===== config.mk =====
export PLATFORM = sky130hd
export DESIGN_NAME = lsw_write_ctrl
export DESIGN_NICKNAME = d
export VERILOG_FILES = /design/src/pkg/lsw_pkg.sv /design/src/hw/lsw_write_ctrl.sv
export SDC_FILE = /design/constraint.sdc
export NUM_CORES = 1
export LEC_CHECK = 0
export BUFFER_PORTS_ARGS = -buffer_cell sky130_fd_sc_hd__buf_4
export CORE_ASPECT_RATIO = 0.7
export CORE_UTILIZATION = 50
export DETAILED_ROUTE_END_ITERATION = 8
export GPL_TIMING_DRIVEN = 1
export PLACE_DENSITY = 0.78
export SLEW_MARGIN = 40
export SYNTH_ARGS = -nofsm -noshare
export SYNTH_HDL_FRONTEND = slang
export SYNTH_SLANG_ARGS = --single-unit

===== constraint.sdc =====
create_clock -name clk -period 4.8 [get_ports clk]
set_input_delay 0.72 -clock clk [delete_from_list [all_inputs] [get_ports clk]]
set_output_delay 0.72 -clock clk [all_outputs]
set_load 0.02 [all_outputs]

===== src/pkg/lsw_pkg.sv =====
`default_nettype none
package lsw_pkg;
  localparam int LSW_CLK_MHZ = 40;
  localparam int LSW_ADDR_W = 8;
  localparam int LSW_DATA_W = 4;
  // Times in ns, slowest grade
  localparam int LSW_STROBE_LOW_NS = 350;
  localparam int LSW_STROBE_HIGH_NS = 150;
  localparam int LSW_WRITE_SETUP_NS = 210;
  localparam int LSW_OUTPUT_OFF_NS = 180;
  localparam int LSW_DATA_SETUP_NS = 170;
  localparam int LSW_ADDR_HOLD_NS = 70;
  localparam int LSW_GATE_ON_NS = 180;
  // Least times round up to whole cycles
  localparam int LSW_STROBE_LOW_CYC = (LSW_STROBE_LOW_NS * LSW_CLK_MHZ + 999) / 1000;
  localparam int LSW_STROBE_HIGH_CYC = (LSW_STROBE_HIGH_NS * LSW_CLK_MHZ + 999) / 1000;
  localparam int LSW_WRITE_SETUP_CYC = (LSW_WRITE_SETUP_NS * LSW_CLK_MHZ + 999) / 1000;
  localparam int LSW_OUTPUT_OFF_CYC = (LSW_OUTPUT_OFF_NS * LSW_CLK_MHZ + 999) / 1000;
  localparam int LSW_DATA_SETUP_CYC = (LSW_DATA_SETUP_NS * LSW_CLK_MHZ + 999) / 1000;
  localparam int LSW_ADDR_HOLD_CYC = (LSW_ADDR_HOLD_NS * LSW_CLK_MHZ + 999) / 1000;
  localparam int LSW_GATE_ON_CYC = (LSW_GATE_ON_NS * LSW_CLK_MHZ + 999) / 1000;
  localparam int LSW_CNT_W = 8;
  typedef enum logic [2:0] {
    LSW_IDLE, LSW_LATCH, LSW_WAIT_OFF, LSW_DRIVE, LSW_GATE_READ, LSW_RELEASE, LSW_RECOVER
  } lsw_state_t;
endpackage : lsw_pkg
`default_nettype wire


===== src/hw/lsw_write_ctrl.sv =====
// Function
// - Present second select low at strobe fall
// - Write setup met before strobe and gate rise
// - Write enable may stay low across burst
// - Burst data timed to first strobe/gate rise
// - Wait output-off delay before driving data
// - Hold strobe high during retention
// - Keep a select deselected during retention
// - Wait strobe-high interval after power returns
`default_nettype none
module lsw_write_ctrl
  import lsw_pkg::*;
#(
  parameter int ADDR_W = LSW_ADDR_W,
  parameter int DATA_W = LSW_DATA_W
) (
  input wire logic clk,
  input wire logic rst_b,
  input wire logic req_valid,
  output logic req_ready,
  input wire logic [ADDR_W-1:0] req_addr,
  input wire logic [DATA_W-1:0] req_data,
  input wire logic req_burst,
  input wire logic retain,
  input wire logic power_good,
  output logic done,
  output logic [DATA_W-1:0] old_data,
  output logic strobe_n,
  output logic gate_select_n,
  output logic latched_select_n,
  output logic write_n,
  output logic [ADDR_W-1:0] addr,
  output logic [DATA_W-1:0] dq_out,
  output logic dq_oe,
  input wire logic [DATA_W-1:0] dq_in
);
  // Widths must be usable and the strobe-low count must fit the shared down-counter
  if (ADDR_W < 1 || DATA_W < 1 || LSW_STROBE_LOW_CYC >= (1 << LSW_CNT_W)) begin : g_bad_cfg
    $error("lsw_write_ctrl: widths or counts out of range");
  end

  lsw_state_t state;
  logic [LSW_CNT_W-1:0] cnt;
  logic burst_run;
  logic powered;
  logic [ADDR_W-1:0] hold_addr;

  wire logic cnt_zero = (cnt == '0);
  // Never start a cycle in retention or before supply recovery
  wire logic may_start = req_valid && !retain && powered;
  assign req_ready = (state == LSW_IDLE) && !retain && powered;

  function automatic logic [LSW_CNT_W-1:0] lsw_cyc(input int n);
    lsw_cyc = LSW_CNT_W'(n > 0 ? n - 1 : 0);
  endfunction : lsw_cyc

  // Supply recovery: one strobe-high interval after power is good
  logic [LSW_CNT_W-1:0] pwr_cnt;
  always_ff @(posedge clk or negedge rst_b) begin
    if (!rst_b) begin
      pwr_cnt <= '0;
      powered <= 1'b0;
    end else if (!power_good) begin
      pwr_cnt <= '0;
      powered <= 1'b0;
    end else if (!powered) begin
      if (pwr_cnt == lsw_cyc(LSW_STROBE_HIGH_CYC)) begin
        powered <= 1'b1;
      end else begin
        pwr_cnt <= pwr_cnt + 1'b1;
      end
    end
  end

  always_ff @(posedge clk or negedge rst_b) begin
    if (!rst_b) begin
      state <= LSW_IDLE;
      cnt <= '0;
      burst_run <= 1'b0;
    end else begin
      unique case (state)
        LSW_IDLE: begin
          if (may_start) begin
            state <= LSW_LATCH;
            cnt <= lsw_cyc(LSW_ADDR_HOLD_CYC);
          end
        end
        LSW_LATCH: begin
          // Address held past strobe fall, then gate low one output-on delay before write
          if (cnt_zero && gate_select_n) begin
            cnt <= lsw_cyc(LSW_GATE_ON_CYC);
          end else if (cnt_zero) begin
            state <= LSW_WAIT_OFF;
            cnt <= lsw_cyc(LSW_OUTPUT_OFF_CYC);
          end else begin
            cnt <= cnt - 1'b1;
          end
        end
        LSW_WAIT_OFF: begin
          if (cnt_zero || burst_run) begin
            state <= LSW_DRIVE;
            cnt <= lsw_cyc(LSW_WRITE_SETUP_CYC > LSW_DATA_SETUP_CYC ? LSW_WRITE_SETUP_CYC : LSW_DATA_SETUP_CYC);
          end else begin
            cnt <= cnt - 1'b1;
          end
        end
        LSW_DRIVE: begin
          // Covers data setup as well as write setup
          if (cnt_zero) begin
            state <= LSW_GATE_READ;
            cnt <= lsw_cyc(LSW_STROBE_LOW_CYC);
          end else begin
            cnt <= cnt - 1'b1;
          end
        end
        LSW_GATE_READ: begin
          if (cnt_zero) begin
            state <= LSW_RELEASE;
            burst_run <= req_burst;
          end else begin
            cnt <= cnt - 1'b1;
          end
        end
        LSW_RELEASE: begin
          state <= LSW_RECOVER;
          cnt <= lsw_cyc(LSW_STROBE_HIGH_CYC);
        end
        LSW_RECOVER: begin
          if (cnt_zero) begin
            state <= LSW_IDLE;
            if (!req_valid || !req_burst) begin
              burst_run <= 1'b0;
            end
          end else begin
            cnt <= cnt - 1'b1;
          end
        end
      endcase
    end
  end

  // Pin drive; strobe and gate rise together to close the window
  always_ff @(posedge clk or negedge rst_b) begin
    if (!rst_b) begin
      strobe_n <= 1'b1;
      gate_select_n <= 1'b1;
      latched_select_n <= 1'b1;
      write_n <= 1'b1;
      dq_oe <= 1'b0;
      dq_out <= '0;
      hold_addr <= '0;
    end else begin
      unique case (state)
        LSW_IDLE: begin
          strobe_n <= 1'b1;
          gate_select_n <= 1'b1;
          if (may_start) begin
            hold_addr <= req_addr;
            dq_out <= req_data;
            // Address and second select settle one cycle before the strobe falls
            latched_select_n <= 1'b0;
          end else begin
            latched_select_n <= 1'b1;
          end
        end
        LSW_LATCH: begin
          strobe_n <= 1'b0;
          if (cnt_zero && gate_select_n) begin
            gate_select_n <= 1'b0;
          end else if (cnt_zero) begin
            write_n <= 1'b0;
          end
        end
        LSW_WAIT_OFF: begin
          if (cnt_zero || burst_run) begin
            dq_oe <= 1'b1;
          end
        end
        LSW_DRIVE: begin
          dq_oe <= 1'b1;
        end
        LSW_GATE_READ: begin
          if (cnt_zero) begin
            strobe_n <= 1'b1;
            gate_select_n <= 1'b1;
          end
        end
        LSW_RELEASE: begin
          latched_select_n <= 1'b1;
          if (!burst_run) begin
            write_n <= 1'b1;
            dq_oe <= 1'b0;
          end
        end
        LSW_RECOVER: begin
          if (cnt_zero && !(req_valid && req_burst)) begin
            write_n <= 1'b1;
            dq_oe <= 1'b0;
          end
        end
      endcase
    end
  end

  assign addr = hold_addr;

  always_ff @(posedge clk or negedge rst_b) begin
    if (!rst_b) begin
      done <= 1'b0;
      old_data <= '0;
    end else begin
      done <= (state == LSW_RELEASE);
      // Read side of a combined cycle is only sampled when not driving
      if (state == LSW_LATCH && cnt_zero && !gate_select_n && !dq_oe) begin
        old_data <= dq_in;
      end
    end
  end
endmodule : lsw_write_ctrl
`default_nettype wire


==> impl_metrics.py, run 1 <==
metrics = {
    "outcome": {
        "outcome": "finished with violations",
        "failed_checks": "DRC",
    },
    "clock_tree": {
        "h_tree_lvl_count": 2,
        "cts_buffers": 5,
        "cts_num_sinks": 43,
        "clkLatencyLatePin_ns": 0.29,
        "cts_setup_buffers": 0,
        "cts-root-to-sink-buffers": 2,
        "hold_buffers_post_cts": 0,
        "tritoncts_clock_tree": "built",
        "number_of_instances_resized_during_post_cts_repair": 0,
        "clk_pin_slew_ns": 0.08,
        "clk_root_buffer_cell": "sky130_fd_sc_hd__clkbuf_8",
    },
    "critical_path": {
        "worstPathArrival_ns": 2.95,
        "worstPathRequired_ns": 4.98,
        "reg2reg_depth": 6,
        "rrSetupSlack_ns": 2.03,
        "start_kind": "register",
        "timing_worst_setup_path_type": "reg -> reg",
        "worstPathMaxFanout": 10,
        "crit_path_end_kind": "register",
    },
    "die": {
        "core_area_mm2": 0.00445,
        "fp.dieArea_mm2": 0.00503,
        "fp-row-count": 20,
        "io-pin-count": 45,
        "die-height_um": 59.6,
        "horizontal_die_dimension_um": 84.4,
        "floorplan.initialDensity_pct": 53.3,
    },
    "global_routing": {
        "grt_pass1_wl_um": 8620,
        "groute.usage.overall_pct": 22.4,
        "grt_start_max_net_pins": 44,
        "grt.overflow.total": 0,
        "first_global_vias": 1789,
        "initial_antenna_violation_count": 0,
    },
    "place": {
        "buffer_ports.inserted": 44,
        "post-place-cells": 320,
        "gp_weighted_congestion": 0.869,
        "dp_hpwl_um": 3760,
        "dpl-instance-area_mm2": 0.00273,
    },
    "synthesis": {
        "largest_family_of_logic_cells_by_synthesized_area": "simple AND/OR/NAND/NOR gates",
        "synthDistinctLibCells": 57,
        "post_synth_instance_area_mm2": 0.00237,
        "area_share_of_and_or_nand_nor_cells_after_synthesis_pct": 21.2,
        "synth_adder_area_share_pct": 2.00,
        "asyncSetResetFlopFracSynth_pct": 100,
        "synth-xor-area-share_pct": 2.21,
        "synth.net_count": 258,
        "synth_sequential_area_ratio_pct": 45.5,
        "number_of_enable_type_register_cells_in_the_synthesized_netlist": 0,
        "synth.avg_cell_area_um2": 10.2,
        "synth.ff_latch_count": 43,
        "warning_count_from_the_yosys_run": 0,
        "post_synth_mux_area_share_pct": 8.91,
        "share_of_the_synthesized_area_in_compound_gates_ao_oa_aoi_oai_pct": 17.0,
        "netlist_instances": 233,
        "synth-main-ff-cell": "sky130_fd_sc_hd__dfrtp_1",
    },
    "sta": {
        "worst-slew-pin-transition_ns": 0.800,
        "grt_setup_unrepaired": "no",
        "hold_violations": 0,
        "max_slew_margin_pct": 46.7,
        "timing.final.max_slew_violations": 0,
        "fin_skew_ns": 0.00406,
        "period_minus_slack_ns": 2.77,
        "fmax_mhz": 361,
        "min_period_over_period_pct": 57.7,
        "timing.setup.tns_ns": 0,
        "finalSetupViolations": 0,
    },
    "detailed_routing": {
        "met2_length_um": 2250,
        "drt_iter0_markers": 241,
        "ant_nets": 0,
        "met3RoutedLength_um": 438,
        "met1_wirelength_um": 2530,
        "via_per_inst": 5.95,
        "drt_first_pass_iters": 7,
        "top_layer_used": "met4",
        "drc": 5,
        "vias": 1953,
        "routedWlPerCell_um": 16.0,
        "detail_route.wirelength_um": 5260,
    },
    "pwr": {
        "share_comb_of_total_power_pct": 45.8,
        "power.share.switching_pct": 42.2,
        "clock_power_share_pct": 15.1,
        "p_total_mw": 1.44,
        "power.net_switching_mw": 0.610,
        "power_density_mw_per_mm2": 514,
        "power.static_leakage_nw": 1.30,
        "seqPwrFrac_pct": 39.1,
        "internal-power_mw": 0.834,
        "vdd_drop_max_mv": 0.238,
    },
    "flow_run": {
        "max_cap_violations": 0,
    },
    "layout": {
        "final_layout_size_suffix_gt1_share_pct": 26.4,
        "finalNetCount": 297,
        "layout.cells.most_common": "sky130_fd_sc_hd__buf_4",
        "final_cell_mix": "sky130_fd_sc_hd__buf_4, sky130_fd_sc_hd__dfrtp_1, sky130_fd_sc_hd__mux2_2",
        "post_layout_instance_area_mm2": 0.00281,
        "syn2layout_area_growth_pct": 18.5,
        "antenna_cells_inserted": 0,
        "final_cells": 328,
    },
    "worst_hold_path": {
        "worstHoldPathType": "in -> async",
    },
}
worst max-delay path: stages (launching register included):
cell                      delay [ns]
sky130_fd_sc_hd__dfrtp_1        0.43
sky130_fd_sc_hd__inv_1          0.12
sky130_fd_sc_hd__ha_1           0.22
sky130_fd_sc_hd__or4b_1         0.64
sky130_fd_sc_hd__or3_4          0.47
sky130_fd_sc_hd__nor4b_4        0.40
sky130_fd_sc_hd__mux2_2         0.38
cell usage after synthesis, types with 4 or more instances:
cell type                  number  area share, %
sky130_fd_sc_hd__dfrtp_1       39             41
sky130_fd_sc_hd__dfstp_2        4            4.4
sky130_fd_sc_hd__o21ai_0       11            2.3
sky130_fd_sc_hd__clkbuf_1      10            1.6
sky130_fd_sc_hd__nor3_1         4           0.84
sky130_fd_sc_hd__nand3_1        6            1.3
sky130_fd_sc_hd__a21oi_1        8            1.7
sky130_fd_sc_hd__a31oi_1        6            1.6
sky130_fd_sc_hd__or3_1          5            1.3
sky130_fd_sc_hd__nand2b_1       7            1.8
sky130_fd_sc_hd__inv_1          7            1.1
sky130_fd_sc_hd__nor2b_1        9            2.4
sky130_fd_sc_hd__nor2_1         9            1.4
sky130_fd_sc_hd__and2_1        10            2.6
sky130_fd_sc_hd__nand2_1       13            2.1
sky130_fd_sc_hd__mux2_2        15            7.1
final cells by class:
type,count,area (um2)
Clock buffer,8,80.1
Fill cell,381,1640
Inverter,7,26.3
Multi-Input combinational cell,171,1220
Sequential cell,43,1080
Tap cell,55,68.8
Timing Repair Buffer,44,330
cells by family (layout without fill, tap and decap cells):
| logic type | Yosys count | after routing |
|---|---|---|
| DFF | 43 | 43 |
| buffers and inverters | 19 | 59 |
| xor gates and xnor gates | 6 | 6 |
| adders and majority gates | 4 | 4 |
| and+or+nand+nor | 84 | 84 |
| muxes | 19 | 19 |
| AOI/OAI and AO/OA | 58 | 58 |
through the flow:
step                      hold slack [ns]  utilization (%)  worst slack, ns
after floorplan                     0.424                -             2.34
after global placement              0.471             61.2             2.16
after detailed placement            0.474             61.2             1.98
after CTS                           0.419             63.0             2.03
after global routing                0.451             63.1             1.92
final                               0.401             63.1             2.03
per-layer routing:
metal	track usage [%]	vias up
met5	0	-
met4	6.05	0
met3	5.57	5
met2	34.2	89
met1	32.4	918
li1	-	941
power by group through the flow:
stage                     Sequential [mW]  Combinational [mW]  Clock [mW]
final                               0.564               0.661       0.218
after global routing                0.580               0.722       0.242
after CTS                           0.559               0.647       0.227
after detailed placement            0.566               0.643           0
after global placement              0.568               0.641           0
after floorplan                     0.530               0.503           0
state kept, by name, indices dropped and copies added, names as in the netlist, 3 cells and up:
name,count
cnt,8
pwr_cnt,8
dq_out,4
old_data,4
state,3
addr,8
worst paths after layout:
| kind | from | endpoint |
|---|---|---|
| setup / recovery | cnt[0] | old_data[1] |
| hold / removal | rst_b | cnt[4] |
| setup reg to reg | cnt[0] | old_data[1] |
| hold reg to reg | latched_select_n | latched_select_n |
| max in group asynchronous | rst_b | gate_select_n |
| min in group clk | latched_select_n | latched_select_n |
Power figures use the tool's default switching activity.
==> run 2: changes to the inputs <==
Clock period 4.8 ns to 2.89 ns, I/O delays scaled along.
==> impl_metrics.py, run 2 (synthesized netlist as in run 1, its figures left out) <==
metrics = {
    "outcome": {
        "outcome": "finished with violations",
        "failed_checks": "DRC",
    },
    "critical_path": {
        "timing.critical_path.buf_inv": 1,
        "reg2reg_depth": 6,
        "r2r-start": "cnt[0]",
        "cpMaxStageDelayCell": "sky130_fd_sc_hd__or4b_1",
        "worstPathMaxFanout": 6,
        "timing.critical_path.cells": "inv_1, ha_1, or4b_1, or3_4, nor4b_4, mux2_2",
        "start_kind": "register",
        "timing.critical_path.slowest_cell_delay_ns": 0.49,
        "worst_r2r_endpoint": "old_data[1]",
        "worstPathArrival_ns": 2.76,
        "worstPathRequired_ns": 3.08,
        "rrSetupSlack_ns": 0.32,
        "crit_path_end_kind": "register",
        "crit_family": "simple AND/OR/NAND/NOR gates",
        "timing_worst_setup_path_type": "reg -> reg",
    },
    "sta": {
        "max_slew_margin_pct": 49.0,
        "holdWs_ns": 0.114,
        "timing.final.max_slew_violations": 0,
        "period_minus_slack_ns": 2.57,
        "worst-slew-pin-transition_ns": 0.760,
        "fin_skew_ns": 0.00532,
        "timing.setup.tns_ns": 0,
        "finalSetupViolations": 0,
        "fmax_mhz": 389,
        "min_period_over_period_pct": 88.9,
        "grt_setup_unrepaired": "no",
        "hold_violations": 0,
    },
    "global_routing": {
        "groute.usage.overall_pct": 23.0,
        "grt_start_max_net_pins": 44,
        "grt_pass1_wl_um": 8760,
        "first_global_vias": 1850,
        "initial_antenna_violation_count": 0,
        "grt.overflow.total": 0,
    },
    "flow_run": {
        "max_cap_violations": 0,
    },
    "detailed_routing": {
        "detail_route.wirelength_um": 5460,
        "via_per_inst": 6.08,
        "drt_iter0_markers": 141,
        "ant_nets": 0,
        "drc": 5,
        "drt_first_pass_iters": 6,
        "met2_length_um": 2330,
        "met3RoutedLength_um": 483,
        "vias": 2020,
        "met1_wirelength_um": 2560,
        "top_layer_used": "met4",
        "routedWlPerCell_um": 16.4,
    },
    "layout": {
        "final_cell_mix": "sky130_fd_sc_hd__buf_4, sky130_fd_sc_hd__dfrtp_1, sky130_fd_sc_hd__mux2_2",
        "final_layout_size_suffix_gt1_share_pct": 27.8,
        "syn2layout_area_growth_pct": 19.7,
        "finalNetCount": 301,
        "final_cells": 332,
        "finish.utilization_pct": 63.8,
        "antenna_cells_inserted": 0,
        "layout.cells.most_common": "sky130_fd_sc_hd__buf_4",
    },
    "pwr": {
        "p_total_mw": 2.44,
        "power_density_mw_per_mm2": 860,
        "vdd_drop_max_mv": 0.445,
        "power.static_leakage_nw": 1.32,
    },
    "die": {
        "horizontal_die_dimension_um": 84.4,
        "core_area_mm2": 0.00445,
        "fp.dieArea_mm2": 0.00503,
        "fp-row-count": 20,
        "io-pin-count": 45,
        "floorplan.initialDensity_pct": 53.3,
        "die-height_um": 59.6,
    },
    "clock_tree": {
        "clk_root_buffer_cell": "sky130_fd_sc_hd__clkbuf_8",
        "number_of_instances_resized_during_post_cts_repair": 0,
        "cts-root-to-sink-buffers": 2,
        "cts_num_sinks": 43,
        "clk_pin_slew_ns": 0.08,
        "tritoncts_clock_tree": "built",
        "hold_buffers_post_cts": 0,
        "cts_setup_buffers": 0,
        "h_tree_lvl_count": 2,
        "cts_buffers": 5,
        "clkLatencyLatePin_ns": 0.30,
    },
    "place": {
        "gp_weighted_congestion": 0.901,
        "dp_hpwl_um": 3890,
        "buffer_ports.inserted": 44,
        "post-place-cells": 324,
    },
    "worst_hold_path": {
        "worstHoldPathType": "in -> async",
    },
}
-- run 2: report_power, final --
group,internal (mW),switching [mW]
logic,0.510,0.635
registers,0.733,0.183
clock network,0.169,0.212
-- run 2: how the worst max path moves through the flow --
stage	startpoint	endpoint	slack (ns)	cells after the start
detailed placement	cnt[0]	old_data[1]	0.34	6
finish	cnt[0]	old_data[1]	0.32	6
CTS	cnt[0]	old_data[1]	0.33	6
global placement	cnt[0]	old_data[1]	0.43	6
global route	cnt[0]	old_data[1]	0.24	6
floorplan	cnt[0]	old_data[0]	0.43	7
-- run 2: cell type report --
cell class	count	area [um2]
clock buffer	6	72.6
sequential	43	1080
timing repair buffer	48	360
fill	371	1610
clock inverter	2	12.5
multi-input combinational	171	1220
inverter	7	26.3
tap	55	68.8
-- run 2: per-layer routing --
layer,track usage (%),vias to the layer above
li1,-,948
met1,31.8,964
met2,34.8,96
met3,6.27,12
met4,9.20,0
met5,0,-
-- run 2: metrics by stage --
step	worst slack (ns)	area (um2)
finish	0.321	2840
global placement	0.431	2760
CTS	0.326	2840
global route	0.236	2840
detailed placement	0.344	2760
floorplan	0.428	2370
==> run 3: changes to the inputs <==
Settings changed: CORE_UTILIZATION 50 to 48, PLACE_DENSITY 0.78 to 0.76.
==> impl_metrics.py, run 3 (synthesized netlist as in run 1, its figures left out) <==
metrics = {
    "detailed_routing": {
        "vias": 1999,
        "drc": 0,
        "via_per_inst": 5.81,
        "detail_route.wirelength_um": 5100,
        "ant_nets": 0,
        "routedWlPerCell_um": 14.8,
        "drt_iter0_markers": 201,
        "drt_first_pass_iters": 5,
    },
    "sta": {
        "hold_violations": 0,
        "min_period_over_period_pct": 88.7,
        "max_slew_margin_pct": 53.2,
        "finalSetupViolations": 0,
        "grt_setup_unrepaired": "no",
        "timing.setup.tns_ns": 0,
        "holdWs_ns": 0.117,
        "worst-slew-pin-transition_ns": 0.698,
        "fmax_mhz": 390,
        "fin_skew_ns": 0.00766,
        "timing.final.max_slew_violations": 0,
        "period_minus_slack_ns": 2.56,
    },
    "global_routing": {
        "groute.usage.overall_pct": 21.3,
        "initial_antenna_violation_count": 0,
        "first_global_vias": 1686,
        "grt_start_max_net_pins": 44,
        "grt.overflow.total": 0,
        "grt_pass1_wl_um": 8370,
    },
    "die": {
        "fp-row-count": 20,
        "io-pin-count": 45,
        "die-height_um": 60.8,
        "fp.dieArea_mm2": 0.00523,
        "core_area_mm2": 0.00453,
        "horizontal_die_dimension_um": 86.1,
        "floorplan.initialDensity_pct": 52.4,
    },
    "clock_tree": {
        "h_tree_lvl_count": 2,
        "clk_root_buffer_cell": "sky130_fd_sc_hd__clkbuf_8",
        "hold_buffers_post_cts": 0,
        "cts_num_sinks": 43,
        "number_of_instances_resized_during_post_cts_repair": 0,
        "tritoncts_clock_tree": "built",
        "cts-root-to-sink-buffers": 2,
        "cts_setup_buffers": 0,
        "clkLatencyLatePin_ns": 0.30,
        "cts_buffers": 5,
        "clk_pin_slew_ns": 0.08,
    },
    "critical_path": {
        "cpMaxStageDelayCell": "sky130_fd_sc_hd__or4b_1",
        "worstPathRequired_ns": 3.07,
        "timing.critical_path.slowest_cell_delay_ns": 0.47,
        "timing.critical_path.cells": "inv_1, ha_1, or4b_1, or3_4, nor4b_4, mux2_2",
        "crit_path_end_kind": "register",
        "start_kind": "register",
        "worstPathArrival_ns": 2.74,
        "worstPathMaxFanout": 6,
        "timing_worst_setup_path_type": "reg -> reg",
    },
    "layout": {
        "final_cell_mix": "sky130_fd_sc_hd__buf_4, sky130_fd_sc_hd__dfrtp_1, sky130_fd_sc_hd__mux2_2",
        "antenna_cells_inserted": 0,
        "finish.utilization_pct": 63.7,
        "final_layout_size_suffix_gt1_share_pct": 28.1,
        "syn2layout_area_growth_pct": 21.6,
        "fill_cells": 371,
        "layout.cells.most_common": "sky130_fd_sc_hd__buf_4",
        "finalNetCount": 302,
    },
    "pwr": {
        "vdd_drop_max_mv": 0.422,
        "power.net_switching_mw": 1.01,
        "seqPwrFrac_pct": 36.3,
        "internal-power_mw": 1.51,
        "power_density_mw_per_mm2": 875,
        "clock_power_share_pct": 18.3,
        "power.share.switching_pct": 40.1,
        "share_comb_of_total_power_pct": 45.4,
        "power.static_leakage_nw": 1.34,
        "p_total_mw": 2.53,
    },
    "outcome": {
        "outcome": "completed",
    },
    "place": {
        "dp_hpwl_um": 3700,
        "buffer_ports.inserted": 44,
        "gp_weighted_congestion": 0.895,
    },
    "worst_hold_path": {
        "worstHoldPathType": "in -> async",
    },
    "flow_run": {
        "max_cap_violations": 0,
    },
}
run 3: changes by cell type in the layout (fill, tap and decap cells not counted):
cell                        before  now
sky130_fd_sc_hd__buf_4          48   49
sky130_fd_sc_hd__bufinv_16       0    1
sky130_fd_sc_hd__clkinv_2        1    0
run 3: critical path: cells and delay by family (launching register included):
kind	cells	cell delay (ns)
and+or+nand+nor	3	1.29
adders and majority gates	1	0.22
muxes	1	0.38
buffers and inverters	1	0.12
DFF	1	0.43
run 3: cell type report:
type                            count  area [um2]  share of cell area [%]
Inverter                            7        26.3                   0.910
Tap cell                           66        82.6                    2.86
Timing Repair Buffer               49         368                    12.7
Multi-Input combinational cell    171        1220                    42.2
Clock inverter                      2        37.5                    1.30
Sequential cell                    43        1080                    37.5
Clock buffer                        6        72.6                    2.51
run 3: path summary, 6_finish.rpt:
kind	slack, ns	cells after the start	startpoint	end
max in group asynchronous	2.40	1	rst_b	write_n
min	0.12	1	rst_b	addr[5]
min in group clk	0.34	2	dq_in[2]	old_data[2]
max	0.33	6	cnt[0]	old_data[0]
max reg2reg	0.33	6	cnt[0]	old_data[0]
min reg2reg	0.49	2	latched_select_n	latched_select_n
run 3: stage by stage:
step / worst slack [ns] / cells / area, um2
floorplan: 0.428 / 233 / 2370
global placement: 0.441 / 336 / 2780
detailed placement: 0.356 / 336 / 2780
CTS: 0.336 / 344 / 2890
global route: 0.221 / 344 / 2890
finish: 0.327 / 344 / 2890
run 3: per-layer routing:
layer	wire length, um	vias to the layer above	global-route usage [%]
met3	395	10	5.44
met4	85	0	8.81
li1	-	959	-
met5	0	-	0
met2	2020	83	29.4
met1	2600	947	31.8
run 3: power by group through the flow:
stage,Combinational (mW),Sequential (mW),Clock [mW]
2_1_floorplan,0.836,0.880,0
4_1_cts,1.14,0.910,0.477
3_3_place_gp,1.14,0.917,0
5_1_grt,1.26,0.944,0.501
6_report,1.15,0.916,0.463
3_5_place_dp,1.13,0.922,0
